## src/memref_regs.svh

```systemverilog
/*
  Register offsets, field positions, opcodes, reset values and timing counts
  for the memory reference sequencer.
  Assumes a 40 ns machine clock and a 3-bit register port address.
*/
`ifndef MEMREF_REGS_SVH
`define MEMREF_REGS_SVH

// ----------------------------------------------------------------------
// register port map
// ----------------------------------------------------------------------
`define REG_CTRL      3'h0
`define REG_STAT      3'h1
`define REG_PC        3'h2
`define REG_ACCA      3'h3
`define REG_ACCB      3'h4
`define REG_MAR       3'h5
`define REG_MDR       3'h6
`define CTRL_RUN      0
`define STAT_PH_LSB   0
`define STAT_PER_LSB  2
`define STAT_CARRY    5
`define STAT_IDLE     6
`define STAT_IR_LSB   10
`define WORD_RST      16'h0000

// ----------------------------------------------------------------------
// instruction fields (instruction register keeps word bits 15..10)
// ----------------------------------------------------------------------
`define IR_IND        5
`define IR_ACC        1
`define IR_PAGE       0
`define OP_AND        4'h2
`define OP_JSUB       4'h3
`define OP_XOR        4'h4
`define OP_ORIN       4'h6
`define OP_INCSKP     4'h7
`define OPG_ADD       3'h4
`define OPG_CMP       3'h5
`define OPG_LOAD      3'h6
`define OPG_STORE     3'h7

// ----------------------------------------------------------------------
// timing
// ----------------------------------------------------------------------
`define CLK_NS        40
`define WR_EXTRA_NS   500
`define WR_EXTRA_CYC  ((`WR_EXTRA_NS + `CLK_NS - 1) / `CLK_NS)

`endif

```

## src/memref_pkg.sv

```systemverilog
/*
  Types shared by the memory reference sequencer.
  Assumes nothing beyond a SystemVerilog compiler.
*/
package memref_pkg;

  typedef enum logic [1:0]
  {
    PH_FETCH = 2'b01,
    PH_IND   = 2'b10,
    PH_EXEC  = 2'b11
  } phase_t;

  typedef logic [2:0]  period_t;
  typedef logic [15:0] word_t;
  typedef logic [5:0]  instr_t;

endpackage

```

## src/memref_phase_sequencer.sv

```systemverilog
/*
  Phase and time-period sequencer for memory reference instructions:
  fetch decisions, indirect phase and execute phase, with working registers.
  Assumes a core memory on the same clock: a one-cycle read strobe returns
  data in the next cycle; a one-cycle write strobe stores the data word.
*/
// Overview of operation
// - indirect phase clears data register at T1, then reads word at address
// - indirect T6-T7 copy all 16 data bits into address register
// - indirect word bit 15 set repeats indirect; clear moves to execute
// - execute starts by clearing data register; instruction register holds
// - and: A and memory data into A at T3-T4
// - execute T6-T7 program counter plus one into counter and address
// - exclusive-or: A xor memory data into A at T3-T4
// - execute phase ends by returning to fetch phase
// - inclusive-or: same as exclusive-or but stores A or memory data
// - subroutine jump inhibits read data, loads counter plus one at T1-T2
// - subroutine jump moves address register into counter at T3
// - increment-skip delays write, increments data register at T3-T4
// - all-ones rollover sets carry from adder carry-out
// - increment-skip write starts T5, which stretches by 13 extra cycles (520 ns, 0.5 us rounded up to whole cycles)
// - carry set at T6-T7 advances counter and address by two
// - carry clears at start of next phase
// - add: bit 11 picks A or B; accumulator plus data stored back
// - compare: selected accumulator xor data; non-zero sets carry
// - load: data register into A or B at T3-T4
// - store inhibits read data, loads A or B into data register at T1-T2
// - fetch end: memory reference word bit 15 zero sets execute, else indirect; other words stay in fetch
// - page bit zero clears address bits 10-15 after address field load
`timescale 1ns/10ps
`default_nettype none
`include "memref_regs.svh"

module memref_phase_sequencer
  import memref_pkg::*;
(
  input  wire logic        ref_clk_i,
  input  wire logic        rst_i,
  input  wire logic [2:0]  reg_addr_i,
  input  wire logic [15:0] reg_wdata_i,
  input  wire logic        reg_wr_i,
  input  wire logic        reg_rd_i,
  output logic      [15:0] reg_rdata_o,
  input  wire logic [15:0] mem_rdata_i,
  output logic      [15:0] mem_addr_o,
  output logic      [15:0] mem_wdata_o,
  output logic             mem_read_o,
  output logic             mem_write_o,
  output logic      [1:0]  phase_o,
  output logic      [2:0]  period_o
);

  // ----------------------------------------------------------------------
  // state
  // ----------------------------------------------------------------------
  phase_t     phase_reg;
  period_t    period_reg;
  logic [3:0] wait_reg;
  logic       run_reg, carry_reg, rd_reg, wr_reg;
  word_t      p_reg, m_reg, t_reg, a_reg, b_reg, rdata_reg;
  instr_t     ir_reg;
  function automatic logic [16:0] add16(input word_t x, input word_t y, input logic cin);
    add16 = {1'b0, x} + {1'b0, y} + {16'h0000, cin};
  endfunction

  // ----------------------------------------------------------------------
  // decode
  // ----------------------------------------------------------------------
  logic [3:0] op4;
  logic [2:0] op3;
  logic is_and, is_xor, is_orin, is_jsub, is_incskp;
  logic is_add, is_cmp, is_load, is_store, is_memref;
  logic exec, idle, stall, step, a_wr, b_wr;
  word_t acc, alu;
  logic [16:0] pc_sum, alu_sum, inc_sum;

  assign op4       = ir_reg[4:1];
  assign op3       = ir_reg[4:2];
  assign is_and    = op4 == `OP_AND;
  assign is_xor    = op4 == `OP_XOR;
  assign is_orin   = op4 == `OP_ORIN;
  assign is_jsub   = op4 == `OP_JSUB;
  assign is_incskp = op4 == `OP_INCSKP;
  assign is_add    = op3 == `OPG_ADD;
  assign is_cmp    = op3 == `OPG_CMP;
  assign is_load   = op3 == `OPG_LOAD;
  assign is_store  = op3 == `OPG_STORE;
  assign is_memref = ir_reg[4] | is_and | is_xor | is_orin | is_jsub | is_incskp;
  assign exec      = phase_reg == PH_EXEC;
  assign acc       = ir_reg[`IR_ACC] ? b_reg : a_reg;
  assign pc_sum    = add16(p_reg, 16'h0001, carry_reg);
  assign alu_sum   = add16(acc, t_reg, 1'b0);
  assign inc_sum   = add16(t_reg, 16'h0001, 1'b0);

  // the sequencer parks only at the start of a fetch, so an instruction
  // is never cut in half when software stops the machine
  assign idle  = !run_reg && phase_reg == PH_FETCH && period_reg == 3'h0;
  assign stall = exec && is_incskp && period_reg == 3'h5 && wait_reg != 4'(`WR_EXTRA_CYC);
  assign step  = !idle && !stall;

  // and/xor/or carry bit 11 clear in their opcode, so A is always the target
  assign a_wr = exec && (is_and | is_xor | is_orin | is_add | is_load) && !ir_reg[`IR_ACC];
  assign b_wr = exec && (is_add | is_load) && ir_reg[`IR_ACC];

  always_comb
  begin
    alu = t_reg;
    if (is_and)
      alu = acc & t_reg;
    else if (is_xor)
      alu = acc ^ t_reg;
    else if (is_orin)
      alu = acc | t_reg;
    else if (is_add)
      alu = alu_sum[15:0];
  end

  // ----------------------------------------------------------------------
  // period and phase sequencing
  // ----------------------------------------------------------------------
  always_ff @(posedge ref_clk_i)
  begin
    if (rst_i)
      period_reg <= 3'h0;
    else if (step)
      period_reg <= period_reg + 3'h1;
  end

  always_ff @(posedge ref_clk_i)
  begin
    if (rst_i)
      wait_reg <= 4'h0;
    else if (stall)
      wait_reg <= wait_reg + 4'h1;
    else
      wait_reg <= 4'h0;
  end

  always_ff @(posedge ref_clk_i)
  begin
    if (rst_i)
      phase_reg <= PH_FETCH;
    else if (step && period_reg == 3'h7)
    begin
      case (phase_reg)
        PH_FETCH: if (is_memref)
                    phase_reg <= ir_reg[`IR_IND] ? PH_IND : PH_EXEC;
        PH_IND:   phase_reg <= t_reg[15] ? PH_IND : PH_EXEC;
        PH_EXEC:  phase_reg <= PH_FETCH;
        default:  phase_reg <= PH_FETCH;
      endcase
    end
  end

  // ----------------------------------------------------------------------
  // memory strobes
  // ----------------------------------------------------------------------
  always_ff @(posedge ref_clk_i)
  begin
    if (rst_i)
      rd_reg <= 1'b0;
    else
      rd_reg <= step && period_reg == 3'h0;
  end

  // increment-skip defers its write so the new value exists before storing
  always_ff @(posedge ref_clk_i)
  begin
    if (rst_i)
      wr_reg <= 1'b0;
    else if (exec && is_incskp)
      wr_reg <= step && period_reg == 3'h4;
    else
      wr_reg <= step && period_reg == 3'h3;
  end

  // ----------------------------------------------------------------------
  // memory data register
  // ----------------------------------------------------------------------
  always_ff @(posedge ref_clk_i)
  begin
    if (rst_i)
      t_reg <= `WORD_RST;
    else if (idle && reg_wr_i && reg_addr_i == `REG_MDR)
      t_reg <= reg_wdata_i;
    else if (step)
    begin
      case (period_reg)
        3'h0: if (phase_reg != PH_IND)
                t_reg <= `WORD_RST;
        3'h1: if (phase_reg == PH_IND)
                t_reg <= `WORD_RST;
              else if (exec && is_jsub)
                t_reg <= pc_sum[15:0];
              else if (exec && is_store)
                t_reg <= acc;
        3'h2: if (!(exec && (is_jsub || is_store)))
                t_reg <= mem_rdata_i;
        3'h3: if (exec && is_incskp)
                t_reg <= inc_sum[15:0];
        default: t_reg <= t_reg;
      endcase
    end
  end

  // ----------------------------------------------------------------------
  // instruction register: only loaded during fetch
  // ----------------------------------------------------------------------
  always_ff @(posedge ref_clk_i)
  begin
    if (rst_i)
      ir_reg <= 6'h00;
    else if (step && phase_reg == PH_FETCH && period_reg == 3'h1)
      ir_reg <= 6'h00;
    else if (step && phase_reg == PH_FETCH && period_reg == 3'h2)
      ir_reg <= mem_rdata_i[15:10];
  end

  // ----------------------------------------------------------------------
  // accumulators
  // ----------------------------------------------------------------------
  always_ff @(posedge ref_clk_i)
  begin
    if (rst_i)
      a_reg <= `WORD_RST;
    else if (idle && reg_wr_i && reg_addr_i == `REG_ACCA)
      a_reg <= reg_wdata_i;
    else if (step && period_reg == 3'h3 && a_wr)
      a_reg <= alu;
  end

  always_ff @(posedge ref_clk_i)
  begin
    if (rst_i)
      b_reg <= `WORD_RST;
    else if (idle && reg_wr_i && reg_addr_i == `REG_ACCB)
      b_reg <= reg_wdata_i;
    else if (step && period_reg == 3'h3 && b_wr)
      b_reg <= alu;
  end

  // ----------------------------------------------------------------------
  // carry: cleared at each phase start, set wins by never sharing a period
  // ----------------------------------------------------------------------
  always_ff @(posedge ref_clk_i)
  begin
    if (rst_i)
      carry_reg <= 1'b0;
    else if (step && period_reg == 3'h0)
      carry_reg <= 1'b0;
    else if (step && exec && period_reg == 3'h3)
    begin
      if (is_incskp)
        carry_reg <= carry_reg | inc_sum[16];
      else if (is_cmp)
        carry_reg <= carry_reg | (|(acc ^ t_reg));
    end
  end

  // ----------------------------------------------------------------------
  // program counter and address register
  // ----------------------------------------------------------------------
  always_ff @(posedge ref_clk_i)
  begin
    if (rst_i)
      p_reg <= `WORD_RST;
    else if (idle && reg_wr_i && reg_addr_i == `REG_PC)
      p_reg <= reg_wdata_i;
    else if (step && exec && is_jsub && period_reg == 3'h3)
      p_reg <= m_reg;
    else if (step && period_reg == 3'h6 && (exec || !is_memref) && phase_reg != PH_IND)
      p_reg <= pc_sum[15:0];
  end

  // the address register follows the counter on fetch so that the page
  // bits it keeps are those of the current instruction
  always_ff @(posedge ref_clk_i)
  begin
    if (rst_i)
      m_reg <= `WORD_RST;
    else if (idle && reg_wr_i && reg_addr_i == `REG_PC)
      m_reg <= reg_wdata_i;
    else if (idle && reg_wr_i && reg_addr_i == `REG_MAR)
      m_reg <= reg_wdata_i;
    else if (step && period_reg == 3'h6)
    begin
      case (phase_reg)
        PH_IND:   m_reg <= t_reg;
        PH_EXEC:  m_reg <= pc_sum[15:0];
        PH_FETCH: if (is_memref)
                    m_reg <= {ir_reg[`IR_PAGE] ? m_reg[15:10] : 6'h00, t_reg[9:0]};
                  else
                    m_reg <= pc_sum[15:0];
        default:  m_reg <= m_reg;
      endcase
    end
  end

  // ----------------------------------------------------------------------
  // register port
  // ----------------------------------------------------------------------
  always_ff @(posedge ref_clk_i)
  begin
    if (rst_i)
      run_reg <= 1'b0;
    else if (reg_wr_i && reg_addr_i == `REG_CTRL)
      run_reg <= reg_wdata_i[`CTRL_RUN];
  end

  always_ff @(posedge ref_clk_i)
  begin
    if (rst_i)
      rdata_reg <= `WORD_RST;
    else if (reg_rd_i)
    begin
      case (reg_addr_i)
        `REG_CTRL: rdata_reg <= {15'h0000, run_reg};
        `REG_STAT: rdata_reg <= {ir_reg, 3'h0, idle, carry_reg, period_reg, phase_reg};
        `REG_PC:   rdata_reg <= p_reg;
        `REG_ACCA: rdata_reg <= a_reg;
        `REG_ACCB: rdata_reg <= b_reg;
        `REG_MAR:  rdata_reg <= m_reg;
        `REG_MDR:  rdata_reg <= t_reg;
        default:   rdata_reg <= `WORD_RST;
      endcase
    end
    else
      rdata_reg <= `WORD_RST;
  end

  assign reg_rdata_o = rdata_reg;
  assign mem_addr_o  = m_reg;
  assign mem_wdata_o = t_reg;
  assign mem_read_o  = rd_reg;
  assign mem_write_o = wr_reg;
  assign phase_o     = phase_reg;
  assign period_o    = period_reg;

  // ----------------------------------------------------------------------
  // checks
  // ----------------------------------------------------------------------
  a_ind_clear_t: assert property (
    @(posedge ref_clk_i) disable iff (rst_i)
    step && phase_reg == PH_IND && period_reg == 3'h1 |=> t_reg == 16'h0000)
    else $error("indirect data register not cleared");
  a_ind_copy_addr: assert property (
    @(posedge ref_clk_i) disable iff (rst_i)
    step && phase_reg == PH_IND && period_reg == 3'h6 |=> m_reg == $past(t_reg))
    else $error("indirect word not copied to address");
  a_ind_repeat: assert property (
    @(posedge ref_clk_i) disable iff (rst_i)
    step && phase_reg == PH_IND && period_reg == 3'h7 |=>
      phase_reg == ($past(t_reg[15]) ? PH_IND : PH_EXEC))
    else $error("wrong phase after indirect");
  a_ir_hold: assert property (
    @(posedge ref_clk_i) disable iff (rst_i)
    phase_reg != PH_FETCH |=> $stable(ir_reg))
    else $error("instruction register changed outside fetch");
  a_and_store: assert property (
    @(posedge ref_clk_i) disable iff (rst_i)
    step && exec && is_and && period_reg == 3'h3 |=>
      a_reg == ($past(a_reg) & $past(t_reg)))
    else $error("and result wrong");
  a_pc_advance: assert property (
    @(posedge ref_clk_i) disable iff (rst_i)
    step && exec && period_reg == 3'h6 |=>
      p_reg == $past(p_reg) + 16'h0001 + {15'h0000, $past(carry_reg)} && m_reg == p_reg)
    else $error("counter advance wrong");
  a_exec_fetch: assert property (
    @(posedge ref_clk_i) disable iff (rst_i)
    step && exec && period_reg == 3'h7 |=> phase_reg == PH_FETCH && period_reg == 3'h0)
    else $error("execute did not return to fetch");
  a_late_write: assert property (
    @(posedge ref_clk_i) disable iff (rst_i)
    step && exec && is_incskp && period_reg == 3'h4 |=>
      mem_write_o ##13 period_reg == 3'h5 ##1 period_reg == 3'h6)
    else $error("deferred write timing wrong");
  a_carry_clear: assert property (
    @(posedge ref_clk_i) disable iff (rst_i)
    step && period_reg == 3'h0 |=> !carry_reg)
    else $error("carry not cleared at phase start");
  a_cmp_skip: assert property (
    @(posedge ref_clk_i) disable iff (rst_i)
    step && exec && is_cmp && period_reg == 3'h3 && acc != t_reg |=> carry_reg ##3 carry_reg)
    else $error("compare mismatch did not set carry");
  a_jsub_ret: assert property (
    @(posedge ref_clk_i) disable iff (rst_i)
    step && exec && is_jsub && period_reg == 3'h1 |=>
      t_reg == $past(p_reg) + 16'h0001 ##1 t_reg == $past(t_reg))
    else $error("return address wrong");

endmodule

`default_nettype wire

```

## config.mk

```make
export PLATFORM = sky130hd
export DESIGN_NAME = memref_phase_sequencer
export DESIGN_NICKNAME = d
export VERILOG_FILES = /design/src/memref_pkg.sv /design/src/memref_phase_sequencer.sv
export VERILOG_INCLUDE_DIRS = /design/src /design/src/src
export SDC_FILE = /design/constraint.sdc
export NUM_CORES = 1
export LEC_CHECK = 0
export BUFFER_PORTS_ARGS = -buffer_cell sky130_fd_sc_hd__buf_2
export CORE_MARGIN = 4
export CORE_UTILIZATION = 25
export CTS_CLUSTER_DIAMETER = 80
export DETAILED_ROUTE_END_ITERATION = 10
export PLACE_DENSITY_LB_ADDON = 0.2
export SLEW_MARGIN = 15
export SYNTH_ARGS = -nofsm -noshare
export SYNTH_HDL_FRONTEND = slang
export SYNTH_SLANG_ARGS = --single-unit
```

## constraint.sdc

```tcl
create_clock -name ref_clk_i -period 3.85 [get_ports ref_clk_i]
set_input_delay 0.385 -clock ref_clk_i [delete_from_list [all_inputs] [get_ports ref_clk_i]]
set_output_delay 0.385 -clock ref_clk_i [all_outputs]
set_load 0.01 [all_outputs]
```

# Word-level counts from Yosys, hierarchy flattened

Cells that the tools add are included.

Input bits: 39
Output and inout port bits: 55
Register bits after elaboration: 115
Word-level logic and storage cells: 169

Reduce and logical (&&, ||, !) cells: 63
Equality and inequality tests: 33
$add $sub $neg: 6
Mux-type cells: 35
Bitwise gates (word level): 17

Operators by type and width:

| operator                                                               | number |
|---|---|
| 16-bit 2-to-1 mux                                                      | 24 |
| 16-bit one-hot mux with 7 select lines                                 | 1 |
| 16-bit one-hot mux with 4 select lines                                 | 1 |
| 16-bit one-hot mux with 3 select lines                                 | 1 |
| 1-bit logical AND                                                      | 36 |
| 3-bit equality test (second input constant)                            | 11 |
| 16-bit by 1-bit adder with 17-bit output (second input constant)       | 1 |
| 16-bit by 1-bit adder with 16-bit output                               | 1 |
| 16-bit by 1-bit adder with 16-bit output (second input constant)       | 1 |
| 16-bit adder                                                           | 1 |
| 16-bit bitwise AND                                                     | 1 |
| 16-bit bitwise OR                                                      | 1 |
| 16-bit OR reduction                                                    | 1 |
| 16-bit XOR                                                             | 1 |
| 3-bit by 2-bit equality test with 1-bit output (second input constant) | 4 |
| 4-bit by 3-bit equality test with 1-bit output (second input constant) | 3 |
| 1-bit bitwise OR                                                       | 12 |
| 5-bit nonzero test                                                     | 2 |
| 4-bit by 2-bit equality test with 1-bit output (second input constant) | 2 |
| 2-bit nonzero test                                                     | 4 |
| 2-bit OR reduction                                                     | 4 |
| 3-bit by 1-bit equality test with 1-bit output (second input constant) | 2 |
| 3-bit logical NOT                                                      | 2 |
| 6-bit 2-to-1 mux                                                       | 1 |
| 20 further kinds                                                       | 36 |

# Depth between registers and ports, before layout

Depth after elaboration: 13
Depth in mapped cells: 14
Depth with buffers taken out: 11

# Least setup slack after synthesis

No wires, ideal clock.

Path type: reg2reg
Start: register ir_reg[1]
End: register b_reg[12]
Stages on the path, launching flop included: 15
Data required time: 3.716 ns
Period minus slack after synthesis: 3.264 ns
Library setup time: 0.134 ns
Data arrival time: 3.130 ns
Path buffers: 3
Slack: 0.586 ns
Cells stage by stage: dfxtp_1 > buf_2 > buf_2 > buf_2 > mux2i_1 > inv_1 > ha_1 > fa_1 > a21oi_1 > o211ai_1 > o2111ai_1 > o21ai_0 > and4b_1 > nor4_1 > o22ai_1

Word-level cells in the longest chain between the ends: 9
Elaborated cells between the ends (all ways): 24
Classes of those cells: add/sub: 1; eq/ne: 4; mux: 7; bitwise: 3; reduce/logical: 9

Ends and longest elaborated chain:

| item                                                                 | RTL line                      | RTL |
|---|---|---|
| start, declared                                                      | memref_phase_sequencer.sv:61  | `instr_t ir_reg;` |
| start signal, assigned                                               | memref_phase_sequencer.sv:216 | `ir_reg <= mem_rdata_i[15:10];` |
| parallel branches: the longest is 9 deep, another holds 16-bit adder | --                            |  |
| end signal, assigned                                                 | memref_phase_sequencer.sv:235 | `` b_reg <= `WORD_RST; `` |
| end signal, assigned                                                 | memref_phase_sequencer.sv:237 | `b_reg <= reg_wdata_i;` |
| end signal, assigned                                                 | memref_phase_sequencer.sv:239 | `b_reg <= alu;` |
| end, declared                                                        | memref_phase_sequencer.sv:60  | `word_t p_reg, m_reg, t_reg, a_reg, b_reg, rdata_reg;` |

Parallel ways; which one is timed is not known. The select of a mux whose other input is x is not followed.
A chain may end at the register's enable or synchronous reset.

# Worst setup path in the final report

Ends and elaborated chain as after synthesis.

==> results.tsv <==
stage	metric	value	unit
grt	GRT overflow	0	
clock_network	Clock transition at path regs	0.06	ns
timing	setup TNS	0	ns
setup_path	endpoint class of the critical path	flop	
floorplan	Core Region	34710	um^2
min_path	Hold WC Path Type	in -> reg	
layout	most frequent cells in the layout	132 x nor2_1, 115 x dfxtp_1, 102 x a21oi_1	
synth	Seq cells post-synth	115	
place	DP Area	9832	um^2
place	PortBufs	93	
setup_path	Worst EP required	4.13	ns
place	Setup WS pre-CTS	0.5347	ns
synth	Post-Syn Nets	1249	
route	routed via count	9573	
timing	Setup Viol. Count Final	0	
grt	largest net degree at the start of global routing	73	
power_and_ir_drop	Leak	0.004038	uW
layout	area grow syn2layout	18.33	%
synth	warnings from Yosys	0	
setup_path	Worst Path Max Fanout	9	
clock_network	CTS tree	yes	
clock_network	Post-CTS Hold Buffers	0	
route	final wirelength	40450	um
timing	Tightest Pin Transition	0.8798	ns
synth	synth unique cells	74	
place	Placed Cells	1659	
setup_path	Worst EP arrival	3.66	ns
synth	Async SR Flop Fraction	0	%
layout	ant diodes	0	
power_and_ir_drop	peak supply drop	0.0003195	V
timing	fin crit period	3.373	ns
layout	fin cells	1691	
clock_network	PostCTS Resize Cnt	0	
clock_network	CTS Sinks	115	
timing	WHS	0.2253	ns
clock_network	CTS Root Cell	clkbuf_16	
synth	post-synthesis cell count	1163	
layout	commonest non-fill, non-tap cell in the layout	nor2_1	
synth	synth top area cells	dfxtp_1 26%, ha_1 6.5%, a21oi_1 5.8%	
flow_run	Max Cap Violations	0	
timing	Layout Skew	0.01624	ns
route	Via density	5.661	
layout	design area	10460	um^2
power_and_ir_drop	Power Density	371.6	nW/um^2
synth	Avg Inst Size Synth	7.599	um^2
timing	final worst slack	0.4768	ns
floorplan	die height	196.0	um
setup_path	critical path's slowest cell	fa_1	
place	Routability Congestion	0.8991	
setup_path	CP peak stage delay	0.44	ns
grt	first-pass GRT wire length	60490	um
floorplan	Die Wd	196.0	um
clock_network	Clock Latency Late Sink	0.44	ns
synth	number of synthesized flops with an enable pin	0	
timing	RSZ-0062 raised after global routing	no	
route	WL/cell	23.92	um
timing	crit share post-route	87.62	%
synth	Mapped Area	8837	um^2
route	drc violations	0	
floorplan	Starting Density	25.46	%
timing	Fmax	0.2965	GHz
setup_path	critical path buffer and inverter count	2	
timing	Hold Vio Cnt, Final	0	
synth	Synth top area share	26.05	%
timing	relative slew slack	40.51	%
run_status	status	finished clean	
clock_network	htree depth	4	
setup_path	critical path, cell by cell	buf_4 -> mux2i_1 -> inv_1 -> fa_1 -> a21oi_1 -> o211ai_1 -> o2111ai_1 -> o21ai_0 -> and4b_1 -> nor4_1 -> o22ai_1	
floorplan	die area	38420	um^2
place	post-DP HPWL	31290	um
clock_network	CTS max path bufs	2	
clock_network	setup bufs post-CTS	0	
floorplan	Top Ports	94	
clock_network	CTS Buf Count	17	
layout	nets	1309	
setup_path	WS Path Type	reg -> reg	
route	DR pass1 iterations	6	
grt	GR Util All Layers	20.48	%
timing	Pins Over Slew Limit	0	
layout	number of fill cells	3761	
grt	vias in the first global route	9074	
route	Starting DRT DRC Count	1160	
synth	sequential-to-total area share from yosys stat	26.05	%
synth	cell taking the most area after synthesis	dfxtp_1	
synth	Synth Flop Type	dfxtp_1	
setup_path	CP delay by family, top	compound AO/OA/AOI/OAI gates	
route	DRT antenna net count	0	
floorplan	Row Count	68	
setup_path	Startpoint Class	flop	
grt	initial antenna violation count	0	
layout	layout cells sized above 1	16.02	%
## worst register-to-register path, stage by stage, from the launching register on
cell and delay, ns:
dfxtp_1 0.37, buf_4 0.24, mux2i_1 0.43, inv_1 0.15, fa_1 0.44, a21oi_1 0.29
o211ai_1 0.14, o2111ai_1 0.22, o21ai_0 0.20, and4b_1 0.24, nor4_1 0.36, o22ai_1 0.15
## worst paths after layout
check / startpoint / endpoint / slack, ns / cells past startpoint
hold / removal: mem_rdata_i[14] / ir_reg[4]$_SDFFE_PP0P_ / 0.23 / 3
hold reg to reg: wait_reg[0]$_SDFF_PP0_ / wait_reg[0]$_SDFF_PP0_ / 0.47 / 1
setup reg to reg: ir_reg[1]$_SDFFE_PP0P_ / b_reg[12]$_SDFFE_PP0P_ / 0.48 / 11
setup / recovery: ir_reg[1]$_SDFFE_PP0P_ / b_reg[12]$_SDFFE_PP0P_ / 0.48 / 11
## per-layer routing
metal | routed length, um | vias to the layer above | share of wire [%] | global-route usage, %
met4 | 892 | 0 | 2.2 | 5.250
met5 | 0 | - | 0 | 0
li1 | - | 4437 | - | -
met2 | 18240 | 445 | 45 | 32.60
met1 | 18450 | 4630 | 46 | 29.04
met3 | 2865 | 61 | 7.1 | 3.074
## synthesized netlist by cell type, types with 18 or more instances
library cell and count:
a211oi_1 46, a21oi_1 102, a221oi_1 35, a22oi_1 50, clkbuf_1 82, dfxtp_1 115, ha_1 46, inv_1 52
mux2i_1 49, nand2_1 77, nand3_1 27, nor2_1 132, nor3_1 18, o21ai_0 53, o22ai_1 26, xnor2_1 22
## final cells by class
type | count | area [um^2] | share of cell area [%]
tap | 455 | 569.3 | 5.444
timing repair buffer | 140 | 820.8 | 7.849
multi-input combinational | 895 | 5937 | 56.77
sequential | 115 | 2302 | 22.01
clock buffer | 22 | 444.2 | 4.247
clock inverter | 10 | 181.4 | 1.735
inverter | 54 | 202.7 | 1.938
## cells by family after synthesis
kind of cell,count (synthesis),share of synthesized area [%]
compound gates,395,30.17
xor+xnor,36,3.568
fa+ha+maj,47,6.739
buf+inv,153,6.937
flops,115,26.05
mux,58,6.697
simple gates,359,19.84
## per-stage QoR
step	power, uW	utilization, %
after floorplan	1815	-
after global placement	2144	28.32
after detailed placement	2144	28.32
after CTS	3890	30.13
after global routing	4012	30.13
final	3886	30.13
## report_power, final
group	switching, uW	leakage (uW)	total [uW]	internal [uW]
Combinational	549	0.00281	829	280
Sequential	71.0	0.000931	1310	1240
Clock	601	0.000302	1750	1140
(Power assumes the default switching activity.)
